<file path="config.mk">
export PLATFORM = sky130hd
export DESIGN_NAME = mpc_config_word
export DESIGN_NICKNAME = d
export VERILOG_FILES = /design/src/verilog/mpc_pkg.sv /design/src/verilog/mpc_config_word.sv
export VERILOG_INCLUDE_DIRS = /design/src /design/src/verilog
export SDC_FILE = /design/constraint.sdc
export NUM_CORES = 1
export LEC_CHECK = 0
export ABC_AREA = 1
export BUFFER_PORTS_ARGS = -buffer_cell sky130_fd_sc_hd__buf_4
export CAP_MARGIN = 0
export CORE_MARGIN = 3
export CORE_UTILIZATION = 37
export CTS_CLUSTER_DIAMETER = 80
export DETAILED_ROUTE_END_ITERATION = 10
export PLACE_DENSITY = 0.56
export REMOVE_ABC_BUFFERS = 1
export SYNTH_ARGS = -nofsm -noshare
export SYNTH_HDL_FRONTEND = slang
export SYNTH_SLANG_ARGS = --single-unit
</file>
<file path="constraint.sdc">
create_clock -name i_core_clk -period 7.9 [get_ports i_core_clk]
set_input_delay 1.975 -clock i_core_clk [delete_from_list [all_inputs] [get_ports i_core_clk]]
set_output_delay 1.975 -clock i_core_clk [all_outputs]
set_load 0.02 [all_outputs]
</file>
<file path="src/verilog/mpc_defines.svh">
// Constants for the monitor and pin configuration word
// Behaviour
// - 16-bit word at command 30h, resets 0211h
// - Bit 15 battery current monitor, low power forces off
// - Bits 14-13: 10b enables rail-voltage throttling
// - Bit 12 power monitor, low power forces off
// - Bit 11 input shunt: 10 or 20 milliohm
// - Bit 10 charge shunt: 10 or 20 milliohm
// - Bit 9 power monitor gain 0.25 or 1
// - Bit 8: limit pin low gives Hi-Z or pass-through
// - Bits 5-4 comparator enable and falling-edge deglitch
// - Bit 1 discharges 140 ms, then self clears
// - Bit 0 wakeup charge 30 min, clears when done
// - Comparator trip with bit 3 cuts path, good low
`ifndef MPC_DEFINES_SVH
`define MPC_DEFINES_SVH
`define MPC_CMD_ADDR      8'h30
`define MPC_RESET_VALUE   16'h0211
`define MPC_THROTTLE_SYSTEM_RAIL_VOLTAGE 2'h2
`define MPC_DEG_OFF       2'h0
`define MPC_DEG_1US       2'h1
`define MPC_DEG_2MS       2'h2
`define MPC_CLK_KHZ       64'd25000
`define MPC_DEG_SHORT_US  64'd1
`define MPC_DEG_MID_MS    64'd2
`define MPC_DEG_LONG_S    64'd5
`define MPC_SHIP_MS       64'd140
`define MPC_WAKE_MIN      64'd30
`endif

</file>
<file path="src/verilog/mpc_pkg.sv">
// Types for the monitor and pin configuration word
package mpc_pkg;
    typedef struct packed {
        logic       batt_current_monitor_enable;
        logic [1:0] low_power_throttle_select;
        logic       power_monitor_enable;
        logic       input_shunt_select;
        logic       charge_shunt_select;
        logic       power_monitor_gain;
        logic       limit_pin_function_select;
        logic       comparator_ref_select;
        logic       comparator_polarity;
        logic [1:0] comparator_deglitch_select;
        logic       forced_path_cutoff;
        logic       pass_through_enable;
        logic       ship_discharge_enable;
        logic       auto_wakeup_enable;
    } mpc_cfg_t;

    typedef struct packed {
        logic valid;
        logic [7:0] cmd;
        logic [15:0] data;
    } mpc_wr_t;

    typedef enum logic [0:0] {
        MPC_WAKE_IDLE,
        MPC_WAKE_CHARGING
    } mpc_wake_state_t;
endpackage
</file>
<file path="src/verilog/mpc_config_word.sv">
// Monitor and pin configuration register with its self-acting fields
`timescale 1ns/100ps
`default_nettype none
`include "mpc_defines.svh"
module mpc_config_word #(
    parameter logic [39:0] DEG_MID_CYCLES  = 40'(`MPC_DEG_MID_MS * `MPC_CLK_KHZ),
    parameter logic [39:0] DEG_LONG_CYCLES =
        40'(`MPC_DEG_LONG_S * 64'd1000 * `MPC_CLK_KHZ),
    parameter logic [39:0] SHIP_CYCLES     = 40'(`MPC_SHIP_MS * `MPC_CLK_KHZ),
    parameter logic [39:0] WAKE_CYCLES     =
        40'(`MPC_WAKE_MIN * 64'd60000 * `MPC_CLK_KHZ)
) (
    input  wire logic            i_core_clk,
    input  wire logic            i_rst,
    input  wire mpc_pkg::mpc_wr_t i_wr,
    input  wire logic [7:0]      i_rd_cmd,
    output logic [15:0]          o_rd_data,
    input  wire logic            i_low_power_mode,
    input  wire logic            i_input_limit_pin,
    input  wire logic            i_comparator_raw,
    input  wire logic            i_batt_below_min_sys,
    input  wire logic            i_charger_good_raw,
    output logic                 o_batt_current_output_on,
    output logic                 o_system_power_output_on,
    output logic                 o_low_power_throttle_on,
    output logic                 o_input_shunt_20mohm,
    output logic                 o_charge_shunt_20mohm,
    output logic                 o_power_monitor_gain_1ua,
    output logic                 o_high_impedance_mode,
    output logic                 o_pass_through_mode,
    output logic                 o_comparator_output,
    output logic                 o_input_switches_off,
    output logic                 o_charger_good_signal,
    output logic                 o_ship_discharge_on,
    output logic                 o_wakeup_charge_on
);
    import mpc_pkg::*;

    localparam logic [39:0] DEG_SHORT_CYCLES =
        40'(`MPC_DEG_SHORT_US * `MPC_CLK_KHZ / 64'd1000);

    ////////////////////////////////////////////////////////////////////////
    // Pin synchronisers: limit pin, comparator, battery level
    logic [2:0] sync1;
    logic [2:0] sync2;
    logic [2:0] sync3;
    logic [2:0] pin_stable;
    logic [2:0] next_pin_stable;
    logic [2:0] pin_raw;

    assign pin_raw = {i_batt_below_min_sys, i_comparator_raw,
                      i_input_limit_pin};

    // Accept a change once the second and third stages agree
    always_comb begin
        for (int k = 0; k < 3; k++) begin
            next_pin_stable[k] = (sync2[k] == sync3[k]) ? sync3[k]
                                                        : pin_stable[k];
        end
    end

    // Sync stages; stable copies reset to idle levels
    always_ff @(posedge i_core_clk or posedge i_rst) begin
        if (i_rst) begin
            sync1      <= 3'h3;
            sync2      <= 3'h3;
            sync3      <= 3'h3;
            pin_stable <= 3'h3;
        end else begin
            sync1      <= pin_raw;
            sync2      <= sync1;
            sync3      <= sync2;
            pin_stable <= next_pin_stable;
        end
    end

    logic limit_pin;
    logic cmp_in;
    logic below_min;
    assign limit_pin = pin_stable[0];
    assign cmp_in    = pin_stable[1];
    assign below_min = pin_stable[2];

    ////////////////////////////////////////////////////////////////////////
    // Configuration word and its timers
    mpc_cfg_t        cfg;
    mpc_cfg_t        next_cfg;
    logic [39:0]     ship_cnt;
    logic [39:0]     next_ship_cnt;
    mpc_wake_state_t wake_state;
    mpc_wake_state_t next_wake_state;
    logic [39:0]     wake_cnt;
    logic [39:0]     next_wake_cnt;
    logic            ship_done;
    logic            wake_done;

    // Ship-mode discharge runs while the bit is set
    always_comb begin
        ship_done     = 1'b0;
        next_ship_cnt = 40'h0;
        if (cfg.ship_discharge_enable) begin
            if (ship_cnt >= SHIP_CYCLES - 40'h1) begin
                ship_done = 1'b1;
            end else begin
                next_ship_cnt = ship_cnt + 40'h1;
            end
        end
    end

    // Auto wakeup charge sequence
    always_comb begin
        next_wake_state = wake_state;
        next_wake_cnt   = 40'h0;
        wake_done       = 1'b0;
        case (wake_state)
            MPC_WAKE_IDLE: begin
                if (cfg.auto_wakeup_enable && below_min) begin
                    next_wake_state = MPC_WAKE_CHARGING;
                end
            end
            MPC_WAKE_CHARGING: begin
                if (!cfg.auto_wakeup_enable) begin
                    next_wake_state = MPC_WAKE_IDLE;
                end else if (!below_min ||
                             wake_cnt >= WAKE_CYCLES - 40'h1) begin
                    next_wake_state = MPC_WAKE_IDLE;
                    wake_done       = 1'b1;
                end else begin
                    next_wake_cnt = wake_cnt + 40'h1;
                end
            end
            default: next_wake_state = MPC_WAKE_IDLE;
        endcase
    end

    // Self clears first; a completed host write takes priority
    always_comb begin
        next_cfg = cfg;
        if (ship_done) begin
            next_cfg.ship_discharge_enable = 1'b0;
        end
        if (wake_done) begin
            next_cfg.auto_wakeup_enable = 1'b0;
        end
        if (i_wr.valid && i_wr.cmd == `MPC_CMD_ADDR) begin
            next_cfg = mpc_cfg_t'(i_wr.data);
        end
    end

    // Register word and timer state
    always_ff @(posedge i_core_clk or posedge i_rst) begin
        if (i_rst) begin
            cfg        <= mpc_cfg_t'(`MPC_RESET_VALUE);
            ship_cnt   <= 40'h0;
            wake_state <= MPC_WAKE_IDLE;
            wake_cnt   <= 40'h0;
        end else begin
            cfg        <= next_cfg;
            ship_cnt   <= next_ship_cnt;
            wake_state <= next_wake_state;
            wake_cnt   <= next_wake_cnt;
        end
    end

    ////////////////////////////////////////////////////////////////////////
    // Independent comparator deglitch and path cutoff
    logic        cmp_out;
    logic        next_cmp_out;
    logic [39:0] deg_cnt;
    logic [39:0] next_deg_cnt;
    logic [39:0] deg_limit;
    logic        latched_off;
    logic        next_latched_off;

    // Falling edge waits the selected time, rising edge passes at once
    always_comb begin
        if (cfg.comparator_deglitch_select == `MPC_DEG_1US) begin
            deg_limit = DEG_SHORT_CYCLES;
        end else if (cfg.comparator_deglitch_select == `MPC_DEG_2MS) begin
            deg_limit = DEG_MID_CYCLES;
        end else begin
            deg_limit = DEG_LONG_CYCLES;
        end
        next_cmp_out = cmp_out;
        next_deg_cnt = 40'h0;
        if (cfg.comparator_deglitch_select == `MPC_DEG_OFF) begin
            next_cmp_out = 1'b1;
        end else if (cmp_in) begin
            next_cmp_out = 1'b1;
        end else if (cmp_out) begin
            if (deg_cnt >= deg_limit - 40'h1) begin
                next_cmp_out = 1'b0;
            end else begin
                next_deg_cnt = deg_cnt + 40'h1;
            end
        end
        // Trip holds the path off until the cutoff bit is cleared
        next_latched_off = cfg.forced_path_cutoff &&
                           (latched_off || !cmp_out);
    end

    // Comparator state
    always_ff @(posedge i_core_clk or posedge i_rst) begin
        if (i_rst) begin
            cmp_out     <= 1'b1;
            deg_cnt     <= 40'h0;
            latched_off <= 1'b0;
        end else begin
            cmp_out     <= next_cmp_out;
            deg_cnt     <= next_deg_cnt;
            latched_off <= next_latched_off;
        end
    end

    ////////////////////////////////////////////////////////////////////////
    // Read port: live word when the command matches, else zero
    logic [15:0] next_rd_data;
    always_comb begin
        next_rd_data = 16'h0000;
        if (i_rd_cmd == `MPC_CMD_ADDR) begin
            next_rd_data = cfg;
        end
    end

    // Read data register
    always_ff @(posedge i_core_clk or posedge i_rst) begin
        if (i_rst) begin
            o_rd_data <= 16'h0000;
        end else begin
            o_rd_data <= next_rd_data;
        end
    end

    ////////////////////////////////////////////////////////////////////////
    // Field effects on the analog controls
    assign o_batt_current_output_on = cfg.batt_current_monitor_enable &&
                                      !i_low_power_mode;
    assign o_system_power_output_on = cfg.power_monitor_enable &&
                                      !i_low_power_mode;
    assign o_low_power_throttle_on  = cfg.low_power_throttle_select ==
                                      `MPC_THROTTLE_SYSTEM_RAIL_VOLTAGE;
    assign o_input_shunt_20mohm     = cfg.input_shunt_select;
    assign o_charge_shunt_20mohm    = cfg.charge_shunt_select;
    assign o_power_monitor_gain_1ua = cfg.power_monitor_gain;
    assign o_high_impedance_mode    = !limit_pin &&
                                      !cfg.limit_pin_function_select;
    assign o_pass_through_mode      = (!limit_pin &&
                                       cfg.limit_pin_function_select) ||
                                      cfg.pass_through_enable;
    assign o_comparator_output      = cmp_out;
    assign o_input_switches_off     = latched_off;
    assign o_charger_good_signal    = i_charger_good_raw &&
                                      !latched_off;
    assign o_ship_discharge_on      = cfg.ship_discharge_enable;
    assign o_wakeup_charge_on       = wake_state == MPC_WAKE_CHARGING;
endmodule
`default_nettype wire

</file>
==> out/qor.txt, run 1 <==
=====================================================================================================
Run status .............................................................................    completed
Type of the tightest min-delay check ...................................................      reg2reg
# DRC ..................................................................................            0
Final global-route overflow total ......................................................            0
Effective utilization at floorplan .....................................................       0.3808
Horizontal extent of the die ...........................................................     156.8 µm
Critical path's top delay family ....................................................... buffers and inverters
Slowest stage delay, CP ................................................................       140 ps
Worst Setup Slack post-DPL .............................................................      3603 ps
Required time of the worst setup path ..................................................      5930 ps
Hold buffers post-CTS ..................................................................            0
Signed area change from the synthesized netlist to the final layout ....................       18.17%
Vias post-DR ...........................................................................         6584
Register-to-register setup slack .......................................................      4450 ps
Clock tree buffer depth ................................................................            2
Number of synthesized register bits ....................................................          167
RR Startpoint ..........................................................................       cfg[4]
Count of clock tree sinks ..............................................................          167
Most common cell in the synthesized netlist ............................................ sky130_fd_sc_hd__nor2_1
Lkg Pwr ................................................................................     4.487 nW
WP data arrival ........................................................................      2320 ps
Vertical die dimension .................................................................     156.8 µm
Fraction of the mapped netlist area in simple logic gates ..............................       0.2991
Buffer type at the clock tree root ..................................................... sky130_fd_sc_hd__clkbuf_16
Clk pin slew, worst setup/hold paths ...................................................        80 ps
Number of antenna repair diodes ........................................................            0
Final setup violation count ............................................................            0
Total GRT Usage ........................................................................       0.1589
Iteration-0 DRC count of the detailed router ...........................................          400
Core Footprint .........................................................................  0.02209 mm²
Max-slew headroom at the worst pin .....................................................       0.2318
Cell Area, Synth ....................................................................... 0.008413 mm²
Fraction of synthesized cell area in xor and xnor cells ................................      0.05309
Detailed-routing iteration count for the pre-antenna-repair pass .......................            5
Highest clock frequency the design can meet ............................................   0.2326 GHz
Final clock period utilization by the worst path .......................................       0.5443
Count of pins on the block boundary ....................................................           69
Critical Setup Path Class ..............................................................       in2out
Critical Path, Cell by Cell ............................................................ buf_4, nor2_1, buf_4
Unrepaired setup endpoints after global routing ........................................           no
Clock latency at the later pin of the worst-skew pair ..................................       430 ps
Yosys top cell area share ..............................................................       0.4610
Number of max-slew violations in the final report ......................................            0
Final net count ........................................................................         1188
Post-synth ARST share ..................................................................        1.000
Cells after synthesis ..................................................................         1007
Standard cell with the maximum stage delay on the critical path ........................ sky130_fd_sc_hd__buf_4
Hold Path Sink .........................................................................     sync2[0]
Worst slew pin tran ....................................................................      1149 ps
# port buffers .........................................................................           68
Via count of the first global-routing pass .............................................         6526
CP bufs+invs ...........................................................................            2
Post-synthesis compound-gate area fraction .............................................      0.03703
Dominant cells by area after synthesis ................................................. sky130_fd_sc_hd__dfrtp_1 (46%), sky130_fd_sc_hd__nor2_1 (9.5%), sky130_fd_sc_hd__nand2_1 (9.1%)
Routed vias/inst .......................................................................        4.673
Library cell with the largest summed area after synthesis .............................. sky130_fd_sc_hd__dfrtp_1
Cell area after layout ................................................................. 0.009942 mm²
Post-synth EDFFs .......................................................................            0
Max IR drop VDD ........................................................................    0.1450 mV
CTS buffer count .......................................................................           17
Final clock skew .......................................................................     9.997 ps
Post-synthesis share of cell area spent on full adders, half adders and majority gates .      0.05116
Synthesized area per cell ..............................................................    8.355 µm²
Total wirelength of the detailed-routed design .........................................     18.59 mm
Setup ws final .........................................................................      3600 ps
Main combinational cell family by area after synthesis ................................. simple AND/OR/NAND/NOR gates
Min Clock Period, post-route ...........................................................      4300 ps
Endpoint of the most critical register-to-register path ................................  deg_cnt[25]
Hold path startpoint ...................................................................     sync1[0]
PwrDens ................................................................................ 184.2 mW/mm²
Number of failing hold endpoints at the final stage ....................................            0
Post-Route Setup TNS ...................................................................         0 ps
Fraction of layout cells with a size suffix above 1 ....................................       0.1329
Cell variety after synth ...............................................................           39
Proportion of synthesized area in mux cells ............................................            0
Critical path endpoint category ........................................................  output port
Final routed wire length divided by cell count .........................................     13.19 µm
Largest driver fanout on the critical path .............................................            2
CTS tree ...............................................................................        built
Reg2reg path depth .....................................................................           10
Maximum level of the CTS H-tree ........................................................            4
Placed standard-cell area .............................................................. 0.009323 mm²
Most used standard cells in the synthesized netlist .................................... sky130_fd_sc_hd__nor2_1 (212), sky130_fd_sc_hd__nand2_1 (204), sky130_fd_sc_hd__dfrtp_1 (155)
Area of the die ........................................................................  0.02458 mm²
Last weighted congestion value of the routability-driven placer ........................       0.8594
Startpoint Class ....................................................................... primary input
Pin count of the biggest net entering global routing ...................................           98
CP most frequent cell .................................................................. sky130_fd_sc_hd__buf_4
Count of yosys warnings during synthesis ...............................................            0
Commonest register cell after synthesis ................................................ sky130_fd_sc_hd__dfrtp_1
First-pass GRT wire length .............................................................     31.58 mm
Reported max-cap violation count .......................................................            0
Worst hold margin ......................................................................     358.6 ps
Rows ...................................................................................           54
Detailed placement HPWL ................................................................     13.29 mm
Number of buffers added for setup after CTS ............................................            0
Register area share after synthesis ....................................................       0.4985
Antenna violations before repair .......................................................            0
Number of cells upsized or downsized after cts .........................................            0
Hold Path Cell Cnt .....................................................................            0
Detail Route Antenna Nets ..............................................................            0
Utilization of the core after routing ..................................................       0.4500
=====================================================================================================
-- kinds of logic after synthesis --
group	Yosys count
other	2
adders and majority gates	35
AOI/OAI and AO/OA	54
and+or+nand+nor	576
buffers and inverters	122
DFF	167
xor gates and xnor gates	51
-- cell usage in the layout, fill, tap and decap left out, types with 3 or more instances in the layout --
master,count
sky130_fd_sc_hd__nor2_1,211
sky130_fd_sc_hd__nand3_2,5
sky130_fd_sc_hd__o21ai_0,26
sky130_fd_sc_hd__inv_8,4
sky130_fd_sc_hd__nand2_1,204
sky130_fd_sc_hd__a21oi_1,13
sky130_fd_sc_hd__xor2_1,34
sky130_fd_sc_hd__or2_2,4
sky130_fd_sc_hd__nor2_2,9
sky130_fd_sc_hd__nor2_4,3
sky130_fd_sc_hd__inv_6,5
sky130_fd_sc_hd__xnor2_1,17
sky130_fd_sc_hd__nand3_1,69
sky130_fd_sc_hd__nand2_2,6
sky130_fd_sc_hd__conb_1,38
sky130_fd_sc_hd__and2_0,3
sky130_fd_sc_hd__dfrtp_1,155
sky130_fd_sc_hd__nor3_2,5
sky130_fd_sc_hd__nand4_1,22
sky130_fd_sc_hd__nor3_1,26
sky130_fd_sc_hd__inv_1,105
sky130_fd_sc_hd__clkbuf_16,17
sky130_fd_sc_hd__clkinv_8,5
sky130_fd_sc_hd__buf_4,70
sky130_fd_sc_hd__o21bai_1,5
sky130_fd_sc_hd__ha_1,32
sky130_fd_sc_hd__maj3_1,3
sky130_fd_sc_hd__dfstp_2,12
-- cell type report --
cell class / instances / area [µm²]
Fill cell: 2170 / 12150
Sequential cell: 167 / 4194
Multi-Input combinational cell: 754 / 3850
Clock buffer: 17 / 425.4
Inverter: 106 / 402.9
Clock inverter: 15 / 193.9
Tap cell: 280 / 350.3
Timing Repair Buffer: 70 / 525.5
-- state kept, by name, summed over array words and instances (netlist names), 3 cells and up --
register    flops
pin_stable      3
sync3           3
sync1           3
deg_cnt        40
cfg            12
o_rd_data      16
wake_cnt       40
ship_cnt       40
sync2           3
-- per-stage QoR --
stage	cells	power [mW]
detailed placement	1377	1.001
floorplan	1027	0.9561
global placement	1377	0.9994
global route	1409	1.916
CTS	1409	1.864
finish	1409	1.832
-- power by group --
| part | leakage (nW) | total (mW) | switching (mW) | internal (mW) |
|---|---|---|---|---|
| sequential | 2.15 | 0.887 | 0.00931 | 0.878 |
| clock | 0.301 | 0.850 | 0.413 | 0.437 |
| combinational | 2.04 | 0.0946 | 0.0597 | 0.0348 |
-- worst max-delay path by stage --
stage                           startpoint                        to  slack, ps  cells past startpoint
after floorplan                      i_rst                   cfg[12]       1430                      1
after global placement    i_low_power_mode  o_batt_current_output_on       3600                      3
after detailed placement  i_low_power_mode  o_system_power_output_on       3600                      3
after CTS                 i_low_power_mode  o_system_power_output_on       3600                      3
after global routing      i_low_power_mode  o_system_power_output_on       3560                      3
final                     i_low_power_mode  o_system_power_output_on       3600                      3
-- metal layers --
| metal | global-route usage | wire [µm] | up-vias |
|---|---|---|---|
| met1 | 0.2212 | 9070 | 3065 |
| met5 | 0 | 0 | - |
| met3 | 0.03097 | 742 | 17 |
| li1 | - | - | 3375 |
| met4 | 0.04460 | 196 | 0 |
| met2 | 0.2539 | 8578 | 127 |
Note: power is estimated with default switching activity, not from simulation.
==> run 2: changes to the inputs <==
--- a/config.mk
+++ b/config.mk
@@ -6,7 +6,7 @@
 export SDC_FILE = /design/constraint.sdc
 export NUM_CORES = 1
 export LEC_CHECK = 0
-export ABC_AREA = 1
+export ABC_AREA = 0
 export BUFFER_PORTS_ARGS = -buffer_cell sky130_fd_sc_hd__buf_4
 export CAP_MARGIN = 0
 export CORE_MARGIN = 3
==> constraint.sdc (replaced) <==
create_clock -name i_core_clk -period 4.38 [get_ports i_core_clk]
set_input_delay 1.095 -clock i_core_clk [delete_from_list [all_inputs] [get_ports i_core_clk]]
set_output_delay 1.095 -clock i_core_clk [all_outputs]
set_load 0.02 [all_outputs]
==> out/qor.txt, run 2 <==
=====================================================================================================
Run status .............................................................................    completed
Commonest register cell after synthesis ................................................ sky130_fd_sc_hd__dfrtp_1
Startpoint Class .......................................................................    flip-flop
Cell area after layout ................................................................. 0.009149 mm²   -8.0%
CTS tree ...............................................................................        built
Most used standard cells in the synthesized netlist .................................... sky130_fd_sc_hd__dfrtp_1 (155), sky130_fd_sc_hd__nor2_1 (89), sky130_fd_sc_hd__xnor2_1 (48)
Type of the tightest min-delay check ...................................................      reg2reg
Final routed wire length divided by cell count .........................................     14.07 µm   +6.7%
Antenna violations before repair .......................................................            0   unchanged
Last weighted congestion value of the routability-driven placer ........................       0.8126   -5.4%
# port buffers .........................................................................           68   unchanged
Routed vias/inst .......................................................................        4.894   +4.7%
Worst slew pin tran ....................................................................     986.6 ps   -162.9 ps
Total GRT Usage ........................................................................       0.1444   -0.01453
Clock latency at the later pin of the worst-skew pair ..................................       420 ps   about the same
Max-slew headroom at the worst pin .....................................................       0.3372   +0.1054
Proportion of synthesized area in mux cells ............................................      0.02223   +0.02223
Vertical die dimension .................................................................     148.8 µm   -5.1%
WP data arrival ........................................................................      3770 ps   +1450 ps
Cell Area, Synth ....................................................................... 0.007541 mm²   -10%
Max IR drop VDD ........................................................................    0.2852 mV   +97%
Design Power ...........................................................................     3.247 mW   +77%
Placed standard-cell area .............................................................. 0.008539 mm²   -8.4%
Fraction of layout cells with a size suffix above 1 ....................................       0.1795   +0.04663
CP most frequent cell .................................................................. sky130_fd_sc_hd__ha_1
Reported max-cap violation count .......................................................            0   unchanged
Iteration-0 DRC count of the detailed router ...........................................          192   -52%
Highest clock frequency the design can meet ............................................   0.2910 GHz
Library cell with the largest summed area after synthesis .............................. sky130_fd_sc_hd__dfrtp_1
Unrepaired setup endpoints after global routing ........................................           no
Largest registers ...................................................................... deg_cnt: 40 flops, ship_cnt: 40 flops, wake_cnt: 40 flops
Number of synthesized register bits ....................................................          167   unchanged
Final clock skew .......................................................................     8.582 ps   -1.415 ps
Lkg Pwr ................................................................................     3.897 nW   -13%
Dominant cells by area after synthesis ................................................. sky130_fd_sc_hd__dfrtp_1 (51%), sky130_fd_sc_hd__xnor2_1 (5.6%), sky130_fd_sc_hd__ha_1 (5.3%)
Horizontal extent of the die ...........................................................     148.8 µm   -5.1%
Buffer type at the clock tree root ..................................................... sky130_fd_sc_hd__clkbuf_16
Largest driver fanout on the critical path .............................................           16   +14
Number of failing hold endpoints at the final stage ....................................            0   unchanged
Min Clock Period, post-route ...........................................................      3436 ps
Most common cell in the synthesized netlist ............................................ sky130_fd_sc_hd__dfrtp_1
Synthesized area per cell ..............................................................    10.88 µm²   +30%
Number of buffers added for setup after CTS ............................................            0   unchanged
PwrDens ................................................................................ 354.9 mW/mm²   +93%
Yosys top cell area share ..............................................................       0.5144   +0.05332
Maximum level of the CTS H-tree ........................................................            4   unchanged
Final clock period utilization by the worst path .......................................       0.7845
Critical path endpoint category ........................................................    flip-flop
Signed area change from the synthesized netlist to the final layout ....................       21.32%
Final setup violation count ............................................................            0   unchanged
Critical Path, Cell by Cell ............................................................ inv_1, ha_1, ha_1, a2111oi_0, nor2_1, o31ai_1, nand3_1, buf_4, nor3_1
Vias post-DR ...........................................................................         5305   -19%
Register area share after synthesis ....................................................       0.5562   +0.05765
Via count of the first global-routing pass .............................................         5418   -17%
CTS buffer count .......................................................................           17   unchanged
Required time of the worst setup path ..................................................      4710 ps   -1220 ps
Final global-route overflow total ......................................................            0   unchanged
Final cell count without fillers .......................................................         1084   -23%
Slowest stage delay, CP ................................................................       550 ps   +410 ps
Effective utilization at floorplan .....................................................       0.3824   +0.001658
Hold buffers post-CTS ..................................................................            0   unchanged
Total wirelength of the detailed-routed design .........................................     15.26 mm   -18%
Standard cell with the maximum stage delay on the critical path ........................ sky130_fd_sc_hd__dfstp_2
Post-synthesis share of cell area spent on full adders, half adders and majority gates .      0.05708   +0.005916
Number of antenna repair diodes ........................................................            0   unchanged
First-pass GRT wire length .............................................................     25.83 mm   -18%
Number of cells upsized or downsized after cts .........................................            0   unchanged
Number of placed instances, taps included ..............................................         1052   -24%
Fraction of synthesized cell area in xor and xnor cells ................................      0.08943   +0.03634
Clk pin slew, worst setup/hold paths ...................................................        60 ps   -20 ps
Worst hold margin ......................................................................     355.7 ps   -2.884 ps
Core Footprint .........................................................................  0.01972 mm²   -11%
Top library cells by usage in the layout, fill and taps aside .......................... sky130_fd_sc_hd__dfrtp_1 (155), sky130_fd_sc_hd__nor2_1 (89), sky130_fd_sc_hd__buf_4 (76)
Detailed-routing iteration count for the pre-antenna-repair pass .......................            4   -1
Clock tree buffer depth ................................................................            2   unchanged
Pin count of the biggest net entering global routing ...................................           82   -16%
Main combinational cell family by area after synthesis ................................. simple AND/OR/NAND/NOR gates
CP bufs+invs ...........................................................................            2   unchanged
Number of max-slew violations in the final report ......................................            0   unchanged
Rows ...................................................................................           51   -5.6%
Cell variety after synth ...............................................................           52   +33%
Count of pins on the block boundary ....................................................           69   unchanged
Utilization of the core after routing ..................................................       0.4640   +0.01399
Detailed placement HPWL ................................................................     10.57 mm   -20%
Post-synthesis compound-gate area fraction .............................................      0.04065   +0.003619
Worst Setup Slack post-DPL .............................................................     953.0 ps   -2650 ps
Cells after synthesis ..................................................................          693   -31%
Setup ws final .........................................................................     944.0 ps   -2656 ps
Fraction of the mapped netlist area in simple logic gates ..............................       0.2101   -0.08902
Count of clock tree sinks ..............................................................          167   unchanged
Post-synth EDFFs .......................................................................            0   unchanged
Count of yosys warnings during synthesis ...............................................            0   unchanged
Critical path's top delay family .......................................................  adder cells
Post-Route Setup TNS ...................................................................         0 ps   unchanged
# DRC ..................................................................................            0   unchanged
Final net count ........................................................................          878   -26%
Most common cell after layout, fill and taps aside ..................................... sky130_fd_sc_hd__dfrtp_1
Area of the die ........................................................................  0.02213 mm²   -10%
Detail Route Antenna Nets ..............................................................            0   unchanged
Post-synth ARST share ..................................................................        1.000   unchanged
Critical Setup Path Class ..............................................................      reg2reg
=====================================================================================================
==> run 2: changes by cell type in the layout (fill, tap and decap cells not counted), sizes merged, moves of 16 or more <==
cell   previous run  this run
inv             116        28
nand2           210        42
nand3            74        28
nor2            223        89
nor4              2        18
o21ai            28        10
xnor2            17        48
==> run 2: power breakdown <==
part / total (mW) / leakage, nW / internal [mW] / switching, mW
Sequential: 1.60 / 2.20 / 1.58 / 0.0175
Combinational: 0.122 / 1.40 / 0.0526 / 0.0698
Clock: 1.53 / 0.290 / 0.929 / 0.598
==> run 2: cell type report <==
class	count	area (µm²)
multi-input combinational	517	3337
inverter	27	106.4
clock buffer	21	460.4
clock inverter	11	148.9
timing repair buffer	76	570.5
fill	1810	10570
tap	265	331.6
sequential	167	4194
==> run 2: path summary, 6_finish.rpt <==
check,to,depth (start not counted),start,slack (ps)
hold / removal,sync2[2],0,sync1[2],360
setup / recovery,deg_cnt[7],9,cfg[4],940
setup reg to reg,deg_cnt[7],9,cfg[4],940
max in group asynchronous,cfg[0],3,i_rst,2650
hold reg to reg,sync2[2],0,sync1[2],360
min in group asynchronous,cfg[2],2,i_rst,810
==> run 2: logic make-up after synthesis <==
kind of cell | count (synthesis)
AND/OR/NAND/NOR | 306
flip-flops | 167
XOR/XNOR | 77
AO/OA/AOI/OAI | 46
buffers and inverters | 45
adder cells (fa/ha/maj) | 35
multiplexers | 15
other | 2
==> run 2: metal layers <==
| metal | global-route usage | share of wire |
|---|---|---|
| met1 | 0.1864 | 0.46 |
| met2 | 0.2387 | 0.48 |
| met3 | 0.03981 | 0.044 |
| met4 | 0.04394 | 0.012 |
| met5 | 0 | 0 |
==> run 3: changes to the inputs <==
==> constraint.sdc (replaced) <==
create_clock -name i_core_clk -period 3.41 [get_ports i_core_clk]
set_input_delay 0.8525 -clock i_core_clk [delete_from_list [all_inputs] [get_ports i_core_clk]]
set_output_delay 0.8525 -clock i_core_clk [all_outputs]
set_load 0.02 [all_outputs]
==> out/qor.txt, run 3 (synthesis gave the netlist of run 2 again) <==
==================================================================================
Min Clock Period, post-route ........................................      3063 ps   -373.3 ps
Clock tree buffer depth .............................................            2   unchanged
Worst slew pin tran .................................................     941.0 ps   -45.53 ps
Count of pins on the block boundary .................................           69   unchanged
Standard cell with the maximum stage delay on the critical path ..... sky130_fd_sc_hd__dfstp_2
# DRC ...............................................................            0   unchanged
CP most frequent cell ............................................... sky130_fd_sc_hd__ha_1
Effective utilization at floorplan ..................................       0.3824   unchanged
Detail Route Antenna Nets ...........................................            0   unchanged
Design Power ........................................................     4.183 mW   +29%
Hold Path Cell Cnt ..................................................            0   unchanged
Critical Setup Path Class ...........................................      reg2reg
Startpoint Class ....................................................    flip-flop
Vertical die dimension ..............................................     148.8 µm   unchanged
Top library cells by usage in the layout, fill and taps aside ....... sky130_fd_sc_hd__dfrtp_1 (155), sky130_fd_sc_hd__nor2_1 (89), sky130_fd_sc_hd__buf_4 (77)
Via count of the first global-routing pass ..........................         5376   -0.78%
Routed vias/inst ....................................................        4.861   -0.68%
Placed standard-cell area ........................................... 0.008567 mm²   +0.32%
Final setup violation count .........................................            0   unchanged
Worst Setup Slack post-DPL ..........................................     389.3 ps   -563.7 ps
Reported max-cap violation count ....................................            0   unchanged
Critical path endpoint category .....................................    flip-flop
Vias post-DR ........................................................         5274   -0.58%
Lkg Pwr .............................................................     3.917 nW   +0.52%
Largest registers ................................................... deg_cnt: 40 flops, ship_cnt: 40 flops, wake_cnt: 40 flops
Signed area change from the synthesized netlist to the final layout .       21.79%
Most common cell after layout, fill and taps aside .................. sky130_fd_sc_hd__dfrtp_1
# port buffers ......................................................           68   unchanged
Max-slew headroom at the worst pin ..................................       0.3678   +0.03058
Area of the die .....................................................  0.02213 mm²   unchanged
Core Footprint ......................................................  0.01972 mm²   unchanged
Required time of the worst setup path ...............................      3730 ps   -980 ps
Largest driver fanout on the critical path ..........................           30   +14
Number of cells upsized or downsized after cts ......................            0   unchanged
Maximum level of the CTS H-tree .....................................            4   unchanged
Final clock skew ....................................................     6.696 ps   -1.886 ps
Critical Path, Cell by Cell ......................................... inv_1, ha_1, ha_1, a21oi_1, o21ai_0, a2111oi_0, nor3_2, buf_4, nor3_1
Final clock period utilization by the worst path ....................       0.8982   +0.1137
PwrDens ............................................................. 455.5 mW/mm²   +28%
Number of failing hold endpoints at the final stage .................            0   unchanged
Type of the tightest min-delay check ................................      reg2reg
Iteration-0 DRC count of the detailed router ........................          197   +2.6%
Number of max-slew violations in the final report ...................            0   unchanged
Count of clock tree sinks ...........................................          167   unchanged
Detailed-routing iteration count for the pre-antenna-repair pass ....            4   unchanged
Last weighted congestion value of the routability-driven placer .....       0.8259   +1.6%
Hold buffers post-CTS ...............................................            0   unchanged
Run status ..........................................................    completed
Fraction of layout cells with a size suffix above 1 .................       0.1817   +0.002220
Setup ws final ......................................................     347.2 ps   -596.7 ps
Total wirelength of the detailed-routed design ......................     15.39 mm   +0.89%
Slowest stage delay, CP .............................................       560 ps   about the same
Highest clock frequency the design can meet .........................   0.3265 GHz   +12%
Pin count of the biggest net entering global routing ................           70   -15%
Cell area after layout .............................................. 0.009184 mm²   +0.38%
CTS buffer count ....................................................           17   unchanged
Final global-route overflow total ...................................            0   unchanged
Number of buffers added for setup after CTS .........................            0   unchanged
First-pass GRT wire length ..........................................     26.05 mm   +0.83%
Final routed wire length divided by cell count ......................     14.19 µm   +0.80%
WP data arrival .....................................................      3380 ps   -390 ps
Rows ................................................................           51   unchanged
Number of antenna repair diodes .....................................            0   unchanged
Final net count .....................................................          880   +0.23%
Total GRT Usage .....................................................       0.1459   +0.001478
Clock latency at the later pin of the worst-skew pair ...............       410 ps   about the same
Detailed placement HPWL .............................................     10.88 mm   +2.9%
CTS tree ............................................................        built
Max IR drop VDD .....................................................    0.3666 mV   +29%
Antenna violations before repair ....................................            0   unchanged
Reg2reg path depth ..................................................            9   unchanged
Clk pin slew, worst setup/hold paths ................................        60 ps   about the same
Horizontal extent of the die ........................................     148.8 µm   unchanged
Buffer type at the clock tree root .................................. sky130_fd_sc_hd__clkbuf_16
==================================================================================
run 3: cell types whose count changed in the layout (fill, tap and decap cells not counted), sizes merged:
| cell | change |
|---|---|
| buf | +2 |
| clkinvlp | -1 |
run 3: through the flow:
step                      hold WS, ps  TNS [ps]  utilization  std cells
after CTS                       356.1         0       0.4657       1085
after global placement          345.9         0       0.4345       1054
after global routing            359.6    -23.52       0.4658       1085
after floorplan                 331.2   -318230            -        711
after detailed placement        339.4         0       0.4345       1054
final                           355.3         0       0.4658       1085
run 3: routing by layer:
layer,up-vias,routed length (µm),track usage
li1,2602,-,-
met1,2564,7175,0.1951
met2,84,7348,0.2348
met3,24,600,0.03434
met4,0,269,0.05034
met5,-,0,0
run 3: report_power, final:
group | switching (mW) | internal (mW) | total (mW)
clock network | 0.760 | 1.21 | 1.97
logic | 0.0907 | 0.0697 | 0.160
registers | 0.0217 | 2.03 | 2.05
run 3: path summary, 6_finish.rpt:
check / startpoint / to / slack [ps]
setup / recovery: cfg[4] / deg_cnt[18] / 350
hold / removal: sync1[0] / sync2[0] / 360
setup reg to reg: cfg[4] / deg_cnt[18] / 350
hold reg to reg: sync1[0] / sync2[0] / 360
max in group asynchronous: i_rst / cfg[4] / 2060
min in group asynchronous: i_rst / cfg[3] / 510
run 3: final cells by class:
| type | instances | area (µm²) |
|---|---|---|
| repair buffers | 78 | 598.1 |
| inverters | 27 | 106.4 |
| flip-flops and latches | 167 | 4194 |
| fillers | 1784 | 10530 |
| well taps | 265 | 331.6 |
| clock buffers | 21 | 470.5 |
| multi-input cells | 517 | 3338 |
| clock inverters | 10 | 145.1 |
run 3: critical path: cells and delay by family, from the launching register on:
family	cells	cell delay, ps
flip-flops	1	560
AO/OA/AOI/OAI	3	840
adder cells (fa/ha/maj)	2	880
buffers and inverters	2	330
AND/OR/NAND/NOR	2	340
